<file path="config.mk">
export PLATFORM = sky130hd
export DESIGN_NAME = iopc_chain
export DESIGN_NICKNAME = d
export VERILOG_FILES = /design/src/hdl/iopc_pkg.sv /design/src/hdl/iopc_chain.sv
export VERILOG_INCLUDE_DIRS = /design/src /design/src/hdl
export SDC_FILE = /design/constraint.sdc
export NUM_CORES = 2
export LEC_CHECK = 0
export ABC_CLOCK_PERIOD_IN_PS = 3300
export BUFFER_PORTS_ARGS = -buffer_cell sky130_fd_sc_hd__buf_2
export CORE_AREA = 10 10 778 780
export CTS_CLUSTER_SIZE = 28
export DETAILED_ROUTE_END_ITERATION = 16
export DIE_AREA = 0 0 788 790
export PLACE_DENSITY = 0.33
export SYNTH_ARGS = -nofsm -noshare
export SYNTH_HDL_FRONTEND = slang
export SYNTH_SLANG_ARGS = --single-unit
</file>
<file path="constraint.sdc">
create_clock -name clk_i -period 3.3 [get_ports clk_i]
set_input_delay 0.33 -clock clk_i [delete_from_list [all_inputs] [get_ports clk_i]]
set_output_delay 0.33 -clock clk_i [all_outputs]
set_load 0.1 [all_outputs]
</file>
<file path="src/hdl/iopc_map.svh">
`ifndef IOPC_MAP_SVH
`define IOPC_MAP_SVH
`define IOPC_ADR_CMD   4'h0
`define IOPC_ADR_ACC   4'h4
`define IOPC_ADR_STAT  4'h8
`define IOPC_SC_IEN    6'h00
`define IOPC_SC_PF     6'h04
`define IOPC_SC_FIRST  6'h08
`define IOPC_NCH       56
`define IOPC_DW        16
`define IOPC_CMD_W     11
`define IOPC_STAT_W    16
`define IOPC_CTL_RST   1'b0
`define IOPC_FLG_RST   1'b0
`define IOPC_IEN_RST   1'b0
`define IOPC_ARM_RST   1'b1
`endif

</file>
<file path="src/hdl/iopc_pkg.sv">
package iopc_pkg;
  typedef enum logic [3:0] {
    op_set_control   = 4'h0,
    op_clear_control = 4'h1,
    op_set_flag      = 4'h2,
    op_clear_flag    = 4'h3,
    op_skip_set      = 4'h4,
    op_skip_clear    = 4'h5,
    op_load_input    = 4'h6,
    op_merge_input   = 4'h7,
    op_output_acc    = 4'h8
  } iopc_op_t;

  typedef struct packed {
    logic       clr_flag;
    logic [5:0] sc;
    iopc_op_t   op;
  } iopc_cmd_t;

  typedef struct packed {
    logic [5:0] cir;
    logic [5:0] sra;
    logic       irq;
    logic       pf_flag;
    logic       interrupt_system_on;
    logic       skip;
  } iopc_stat_t;
endpackage

</file>
<file path="src/hdl/iopc_chain.sv">
// Functional notes
// - Code 04 highest, priority falls toward 77.
// - Request needs flag, enable, control, priority in.
// - Requesting card drops priority to lower cards.
// - Clear flag passes priority unchanged downward.
// - Non-requesting card never blocks the chain.
// - Cleared control blocks interrupt, flag stays testable.
// - All nine instructions suppress the interrupt that cycle and the next.
// - Set/clear control starts or stops device.
// - Set/clear flag instructions drive flag.
// - Skip tests report addressed channel flag.
// - Output instruction writes accumulator to buffer.
// - Power-fail flag follows power, skip reports failure.
// - Set control with modifier also clears flag.
// - Grant supplies winning select code as address.
// - Code 00 holds interrupt system enable, skippable.
`timescale 1ns/1ps
`include "iopc_map.svh"

module iopc_chain #(
  parameter int NCH = `IOPC_NCH
) (
  input  wire logic                      clk_i,        // 125 MHz clock
  input  wire logic                      rst_i,        // Synchronous reset
  input  wire logic                      wb_cyc_i,     // Wishbone cycle
  input  wire logic                      wb_stb_i,     // Wishbone strobe
  input  wire logic                      wb_we_i,      // Wishbone write
  input  wire logic [3:0]                wb_adr_i,     // Byte address
  input  wire logic [3:0]                wb_sel_i,     // Byte lanes
  input  wire logic [31:0]               wb_dat_i,     // Write data
  output logic      [31:0]               wb_dat_o,     // Read data
  output logic                           wb_ack_o,     // Acknowledge
  input  wire logic                      pwr_ok_i,     // Power good pin
  input  wire logic [NCH-1:0]            dev_done_i,   // Device done pins
  input  wire logic [NCH-1:0][15:0]      dev_data_i,   // Device input data
  output logic      [NCH-1:0]            dev_start_o,  // Device start
  output logic      [NCH-1:0][15:0]      dev_buf_o,    // Card data buffers
  input  wire logic                      int_ack_i,    // Processor takes irq
  output logic                           irq_o,        // Interrupt request
  output logic      [5:0]                irq_sra_o     // Service request address
);

  if (NCH < 1 || NCH > `IOPC_NCH) begin : g_bad_nch
    $error("NCH must lie between 1 and 56");
  end

  ////////////////////////////////////////////////////////////////////////////
  logic                 ack_r;
  logic                 io_cycle;
  logic                 exec;
  logic                 exec_d_r;
  iopc_pkg::iopc_cmd_t  cmd;
  logic [5:0]           ch_idx;
  logic                 on_ch;
  logic                 on_ien;
  logic                 on_pf;
  logic [NCH-1:0]       sel_v;
  logic                 x_setc;
  logic                 x_clrc;
  logic                 x_setf;
  logic                 x_clrf;
  logic                 x_sfs;
  logic                 x_sfc;
  logic                 x_lia;
  logic                 x_mia;
  logic                 x_ota;

  // The whole bus access to the command word is one processor I/O cycle.
  assign io_cycle = wb_cyc_i & wb_stb_i & (wb_adr_i == `IOPC_ADR_CMD);
  assign exec     = io_cycle & wb_we_i & ack_r & (&wb_sel_i[1:0]);
  assign cmd      = iopc_pkg::iopc_cmd_t'(wb_dat_i[`IOPC_CMD_W-1:0]);
  assign ch_idx   = cmd.sc - `IOPC_SC_FIRST;
  assign on_ch    = (cmd.sc >= `IOPC_SC_FIRST) && (int'(ch_idx) < NCH);
  assign on_ien   = cmd.sc == `IOPC_SC_IEN;
  assign on_pf    = cmd.sc == `IOPC_SC_PF;
  assign x_setc   = exec & (cmd.op == iopc_pkg::op_set_control);
  assign x_clrc   = exec & (cmd.op == iopc_pkg::op_clear_control);
  assign x_setf   = exec & (cmd.op == iopc_pkg::op_set_flag);
  assign x_clrf   = exec & (cmd.op == iopc_pkg::op_clear_flag);
  assign x_sfs    = exec & (cmd.op == iopc_pkg::op_skip_set);
  assign x_sfc    = exec & (cmd.op == iopc_pkg::op_skip_clear);
  assign x_lia    = exec & (cmd.op == iopc_pkg::op_load_input);
  assign x_mia    = exec & (cmd.op == iopc_pkg::op_merge_input);
  assign x_ota    = exec & (cmd.op == iopc_pkg::op_output_acc);

  always_comb begin
    for (int i = 0; i < NCH; i++) begin
      sel_v[i] = on_ch && (int'(ch_idx) == i);
    end
  end

  always_ff @(posedge clk_i) begin
    if (rst_i) begin
      ack_r    <= 1'b0;
      exec_d_r <= 1'b0;
    end else begin
      ack_r    <= wb_cyc_i & wb_stb_i & ~ack_r;
      exec_d_r <= exec;
    end
  end

  assign wb_ack_o = ack_r;

  ////////////////////////////////////////////////////////////////////////////
  // Pins pass three flops; a level counts once the second and third agree.
  logic [NCH:0] s1_r;
  logic [NCH:0] s2_r;
  logic [NCH:0] s3_r;
  logic [NCH:0] lvl_r;
  logic [NCH:0] lvl_nxt;
  logic [NCH-1:0] rise;
  logic           pf_flag;

  assign lvl_nxt = (s2_r & s3_r) | (lvl_r & (s2_r | s3_r));
  assign rise    = lvl_nxt[NCH-1:0] & ~lvl_r[NCH-1:0];
  assign pf_flag = lvl_r[NCH];

  always_ff @(posedge clk_i) begin
    if (rst_i) begin
      s1_r  <= '0;
      s2_r  <= '0;
      s3_r  <= '0;
      lvl_r <= '0;
    end else begin
      s1_r  <= {pwr_ok_i, dev_done_i};
      s2_r  <= s1_r;
      s3_r  <= s2_r;
      lvl_r <= lvl_nxt;
    end
  end

  ////////////////////////////////////////////////////////////////////////////
  logic [NCH-1:0] ctl_r;
  logic [NCH-1:0] flag_r;
  logic [NCH-1:0] flag_nxt;
  logic           ien_r;
  logic           arm_r;

  always_ff @(posedge clk_i) begin
    if (rst_i) begin
      ctl_r <= {NCH{`IOPC_CTL_RST}};
    end else begin
      for (int i = 0; i < NCH; i++) begin
        if (x_setc && sel_v[i]) begin
          ctl_r[i] <= 1'b1;
        end else if (x_clrc && (sel_v[i] || on_ien)) begin
          ctl_r[i] <= 1'b0;
        end
      end
    end
  end

  assign dev_start_o = ctl_r;

  // A done edge in the same cycle as a clearing instruction wins.
  assign flag_nxt = (flag_r & ~(sel_v & {NCH{x_clrf | (x_setc & cmd.clr_flag)}}))
                  | (sel_v & {NCH{x_setf}})
                  | rise;

  always_ff @(posedge clk_i) begin
    if (rst_i) begin
      flag_r <= {NCH{`IOPC_FLG_RST}};
    end else begin
      flag_r <= flag_nxt;
    end
  end

  always_ff @(posedge clk_i) begin
    if (rst_i) begin
      ien_r <= `IOPC_IEN_RST;
    end else if (on_ien && x_setf) begin
      ien_r <= 1'b1;
    end else if (on_ien && x_clrf) begin
      ien_r <= 1'b0;
    end
  end

  // After its own grant the power-fail source stays quiet until re-armed.
  always_ff @(posedge clk_i) begin
    if (rst_i) begin
      arm_r <= `IOPC_ARM_RST;
    end else if (on_pf && (x_setc || x_clrc)) begin
      arm_r <= 1'b1;
    end else if (int_ack_i && irq_o && (irq_sra_o == `IOPC_SC_PF)) begin
      arm_r <= 1'b0;
    end
  end

  ////////////////////////////////////////////////////////////////////////////
  logic           req_pf;
  logic [NCH-1:0] req;
  logic [NCH:0]   prio;
  logic [5:0]     sra_nxt;
  logic           pend_r;
  logic [5:0]     sra_r;
  logic [5:0]     cir_r;

  // Power fail sits at the head of the chain, channels follow upward.
  assign req_pf = ~pf_flag & arm_r & ien_r;

  always_comb begin
    prio[0] = ~req_pf;
    sra_nxt = req_pf ? `IOPC_SC_PF : 6'h00;
    for (int i = 0; i < NCH; i++) begin
      req[i]    = flag_r[i] & ien_r & ctl_r[i] & prio[i];
      prio[i+1] = prio[i] & ~req[i];
      if (req[i]) begin
        sra_nxt = 6'(i) + `IOPC_SC_FIRST;
      end
    end
  end

  always_ff @(posedge clk_i) begin
    if (rst_i) begin
      pend_r <= 1'b0;
      sra_r  <= 6'h00;
    end else begin
      pend_r <= req_pf | (|req);
      sra_r  <= sra_nxt;
    end
  end

  // The cycle after an instruction is also masked, since the pending
  // flop still reflects the state before it.
  assign irq_o     = pend_r & ~io_cycle & ~exec_d_r;
  assign irq_sra_o = sra_r;

  always_ff @(posedge clk_i) begin
    if (rst_i) begin
      cir_r <= 6'h00;
    end else if (int_ack_i && irq_o) begin
      cir_r <= sra_r;
    end
  end

  ////////////////////////////////////////////////////////////////////////////
  logic [NCH-1:0][15:0] buf_r;
  logic [15:0]          acc_r;
  logic [15:0]          cur_buf;
  logic                 skip_r;

  assign cur_buf   = on_ch ? buf_r[ch_idx] : 16'h0000;
  assign dev_buf_o = buf_r;

  // Software output wins over device input landing in the same cycle.
  always_ff @(posedge clk_i) begin
    if (rst_i) begin
      buf_r <= '0;
    end else begin
      for (int i = 0; i < NCH; i++) begin
        if (x_ota && sel_v[i]) begin
          buf_r[i] <= acc_r;
        end else if (rise[i]) begin
          buf_r[i] <= dev_data_i[i];
        end
      end
    end
  end

  always_ff @(posedge clk_i) begin
    if (rst_i) begin
      acc_r <= 16'h0000;
    end else if (x_lia && on_ch) begin
      acc_r <= cur_buf;
    end else if (x_mia && on_ch) begin
      acc_r <= acc_r | cur_buf;
    end else if (x_lia && on_ien) begin
      acc_r <= 16'h0000;
    end else if (x_lia && on_pf) begin
      acc_r <= {10'h000, cir_r};
    end else if (x_mia && on_pf) begin
      acc_r <= acc_r | {10'h000, cir_r};
    end else if (wb_cyc_i && wb_stb_i && wb_we_i && ack_r
                 && wb_adr_i == `IOPC_ADR_ACC) begin
      if (wb_sel_i[0]) acc_r[7:0] <= wb_dat_i[7:0];
      if (wb_sel_i[1]) acc_r[15:8] <= wb_dat_i[15:8];
    end
  end

  always_ff @(posedge clk_i) begin
    if (rst_i) begin
      skip_r <= 1'b0;
    end else if (exec) begin
      skip_r <= (x_sfs & on_ch & |(flag_r & sel_v))
              | (x_sfc & on_ch & ~|(flag_r & sel_v))
              | (x_sfs & on_ien & ien_r)
              | (x_sfc & on_ien & ~ien_r)
              | (x_sfc & on_pf & ~pf_flag);
    end
  end

  ////////////////////////////////////////////////////////////////////////////
  iopc_pkg::iopc_stat_t stat;
  logic [31:0]          dat_r;

  assign stat = '{cir: cir_r, sra: sra_r, irq: irq_o, pf_flag: pf_flag,
                  interrupt_system_on: ien_r, skip: skip_r};

  always_ff @(posedge clk_i) begin
    if (rst_i) begin
      dat_r <= 32'h0000_0000;
    end else if (wb_cyc_i && wb_stb_i && !ack_r) begin
      unique case (wb_adr_i)
        `IOPC_ADR_CMD:  dat_r <= {31'h0000_0000, skip_r};
        `IOPC_ADR_ACC:  dat_r <= {16'h0000, acc_r};
        `IOPC_ADR_STAT: dat_r <= {16'h0000, stat};
        default:        dat_r <= 32'h0000_0000;
      endcase
    end
  end

  assign wb_dat_o = dat_r;

  for (genvar g = 0; g < NCH; g++) begin : g_chk

  end
endmodule // iopc_chain

</file>
==> summary.md <==
| Metric | Value |
|---|---|
| Outcome | finished clean |
| Post-Synthesis Cells | 6,562 |
| Critical Path Start Type | flop |
| Routability Congestion | 0.992 |
| Distinct cells, synth | 88 |
| Mux share of post-synthesis cell area | 24.1% |
| PortBufs | 1,956 |
| Number of synthesized flops with an enable pin | 0 |
| Routed len/inst | 43.7 microns |
| DP HPWL | 660 mm |
| Clock transition at the registers of the reported paths | 0.06 ns |
| Die Span Y | 790 microns |
| Worst slew pin tran | 1.15 ns |
| Yosys synthesis warning count | 0 |
| Worst slew margin | 21.3% |
| Asr flop ratio synth | 0% |
| Core ar. | 589,000 sq um |
| Synthesized area per cell | 9.60 sq um |
| VDD IR-drop max | 0.000419 V |
| Hold Vio Cnt, Final | 0 |
| Design area | 103,000 sq um |
| Synth Cell Area | 63,000 sq um |
| Layout cells sized above 1 | 33.1% |
| Hold crit path type | input port to flop |
| First drt pass iteration count | 5 |
| Clock Tree Root | clkbuf_16 |
| GRT Residual Overflow | 0 |
| Vias per cell | 4.14 |
| DRT iter0 DRCs | 8,651 |
| Final Hold Slack | 0.0723 ns |
| CP required | 4.23 ns |
| Setup violations, final | 0 |
| Initial Util | 10.7% |
| LEAKAGE | 0.0481 uW |
| Max Freq | 315 MHz |
| Pins Over Slew Limit | 0 |
| Pin count of the biggest net entering global routing | 127 |
| Clock skew | 0.0829 ns |
| Die Wd | 788 microns |
| First-pass GRT wire length | 942 mm |
| Dominant synthesized flop cell | dfxtp_1 |
| DRC viols | 0 |
| Num ports | 1,991 |
| Tcrit/Tclk final | 96.4% |
| H-tree levels | 4 |
| Post-synthesis compound-gate area fraction | 17.4% |
| Register area share after synthesis | 40.9% |
| PnR Total Power | 43,600 uW |
| Power per Cell Area | 424 nW/um^2 |
| Final ANT Viol Nets | 0 |
| Vias in the first global route | 68.7k |
| Max clock buf depth | 4 |
| Worst setup EP type | flop |
| Aggregate routed wire length | 780 mm |
| CTS buffer count | 196 |
| Max_cap viols | 0 |
| CP Max Fanout | 5 |
| Initial antenna violation count | 695 |
| Post-layout util | 17.5% |
| Worst Path Arrival | 4.11 ns |
| Setup Buffers After CTS | 0 |
| FP Rows | 282 |
| GRT Util Overall | 23.8% |
| Largest family of logic cells by synthesized area | multiplexers |
| Clock Sinks | 1,286 |
| Latest clock arrival within the worst-skew pair | 1.00 ns |
| CTS tree | done |
| Routed vias | 73.9k |
| Type of the worst setup path | flop to flop |
| Fin Setup TNS | 0 ns |
| RSZ-0062 raised after global routing | no |
| Die Area | 623,000 sq um |
| Area grow syn2layout | 63.5% |
| Crit path time final | 3.18 ns |
| Area after DPL | 85,500 sq um |
| Layout net count | 10.6k |
| Post-Synth XOR/XNOR Area | 0.0397% |
| Adder-Cell Fraction of Synth Area | 0.0397% |
| Simple-gate portion of the synthesized area | 12.5% |
| Post-synthesis register bit count | 1,286 |
cell type report:
| cell class | instances | area (sq um) |
|---|---|---|
| fillers | 65893 | 486000 |
| multi-input cells | 4567 | 34300 |
| flip-flops and latches | 1286 | 25800 |
| repair buffers | 3511 | 25500 |
| well taps | 7810 | 9770 |
| clock buffers | 280 | 5780 |
| clock inverters | 78 | 1060 |
| diodes | 282 | 706 |
| inverters | 25 | 96.3 |
metrics by stage:
| stage | setup slack, ns | instances |
|---|---|---|
| finish | 0.120 | 17839 |
| global route | 0.0224 | 17673 |
| CTS | 0.0504 | 17557 |
| detailed placement | -0.400 | 16209 |
| global placement | -0.406 | 16209 |
| floorplan | 0.0713 | 6577 |
timing repair:
action / in CTS / in global routing
hold endpoints to repair: 979 / 0
hold buffers: 990 / 0
pin swaps: 0 / 0
endpoints found under the setup margin: 1 / 4
cloned: 0 / 0
resized for setup: 2 / 4
sequential cells by signal, indices dropped and copies added, names as in the netlist, 6 cells and up:
name,count
lvl_r,57
acc_r,16
dev_buf_o,896
s3_r,57
dev_start_o,56
wb_dat_o,16
flag_r,56
s2_r,57
s1_r,57
irq_sra_o,6
cir_r,6
critical path: stages, from the launching register on:
cell and delay (ns):
dfxtp_1 0.43, a22oi_2 0.38, a41oi_1 0.39, and4bb_2 0.45, or4b_2 0.73, nor2_1 0.22
nand2_1 0.11, a21oi_2 0.25, buf_4 0.16
cell families (layout without fill, tap and decap cells):
logic type / Yosys count / in the layout
AO/OA/AOI/OAI: 1573 / 1573
XOR/XNOR: 2 / 2
adder cells (fa/ha/maj): 2 / 2
buffers and inverters: 724 / 3894
flip-flops: 1286 / 1286
multiplexers: 1187 / 1187
other: 1 / 298
AND/OR/NAND/NOR: 1787 / 1787
cell usage in the layout (no fill, tap or decap), drive strengths merged, types with 7 or more instances in the layout:
| cell | instances |
|---|---|
| bufinv | 16 |
| mux4 | 264 |
| o31ai | 48 |
| nor4 | 7 |
| nor2 | 1136 |
| clkinv | 50 |
| or4b | 7 |
| dfxtp | 1286 |
| buf | 2521 |
| diode | 282 |
| a211oi | 903 |
| conb | 16 |
| o21a | 8 |
| a2111oi | 15 |
| nor3 | 17 |
| inv | 31 |
| a22oi | 34 |
| nor2b | 181 |
| dlygate4sd3 | 989 |
| a21oi | 223 |
| o22ai | 9 |
| nand3b | 59 |
| mux2 | 7 |
| a31oi | 72 |
| mux2i | 916 |
| and3 | 7 |
| a32oi | 11 |
| nand3 | 28 |
| o21ai | 163 |
| nand2 | 299 |
| a22o | 19 |
| clkbuf | 280 |
| a221oi | 18 |
| nand4 | 11 |
cells in the mapped netlist, drive strengths merged (4+ instances only):
library cell / n / area share (%)
a2111oi: 15 / 0.27
a211o: 4 / 0.056
a211oi: 903 / 11
a21oi: 223 / 1.8
a221oi: 18 / 0.25
a22o: 19 / 0.26
a22oi: 34 / 0.41
a31oi: 72 / 0.72
a32oi: 11 / 0.15
and2: 6 / 0.060
and3: 7 / 0.070
buf: 265 / 2.3
clkbuf: 434 / 2.6
dfxtp: 1286 / 41
inv: 24 / 0.14
mux2: 7 / 0.13
mux2i: 916 / 15
mux4: 264 / 9.4
nand2: 299 / 2.0
nand2b: 6 / 0.060
nand3: 28 / 0.22
nand3b: 59 / 0.70
nand4: 11 / 0.11
nor2: 1136 / 6.8
nor2b: 181 / 1.8
nor3: 17 / 0.14
nor4: 7 / 0.093
o211ai: 5 / 0.060
o21a: 8 / 0.095
o21ai: 163 / 1.3
o22ai: 9 / 0.089
o31ai: 48 / 0.57
o41ai: 6 / 0.083
or4b: 7 / 0.11
power by group:
group          internal [uW]  switching [uW]  leakage, uW
logic                   1810            2930       0.0343
registers              15700             133       0.0104
clock network          13500            9620      0.00337
worst paths after layout:
check	depth (start not counted)	start	slack (ns)	endpoint
worst max register to register	8	dev_start_o[5]$_SDFFE_PP0P_	0.12	pend_r$_SDFF_PP0_
worst min-delay path	4	int_ack_i	0.07	cir_r[3]$_SDFFE_PP0P_
worst min register to register	1	s1_r[52]$_SDFF_PP0_	0.41	s2_r[52]$_SDFF_PP0_
worst max-delay path	8	dev_start_o[5]$_SDFFE_PP0P_	0.12	pend_r$_SDFF_PP0_
per-layer routing:
metal	track usage (%)	vias up	wire, microns
li1	-	30688	-
met1	29.5	37039	321000
met2	36.4	4578	334000
met3	10.6	1249	88100
met4	8.09	302	34000
met5	0	-	1950
Power figures use the tool's default switching activity.
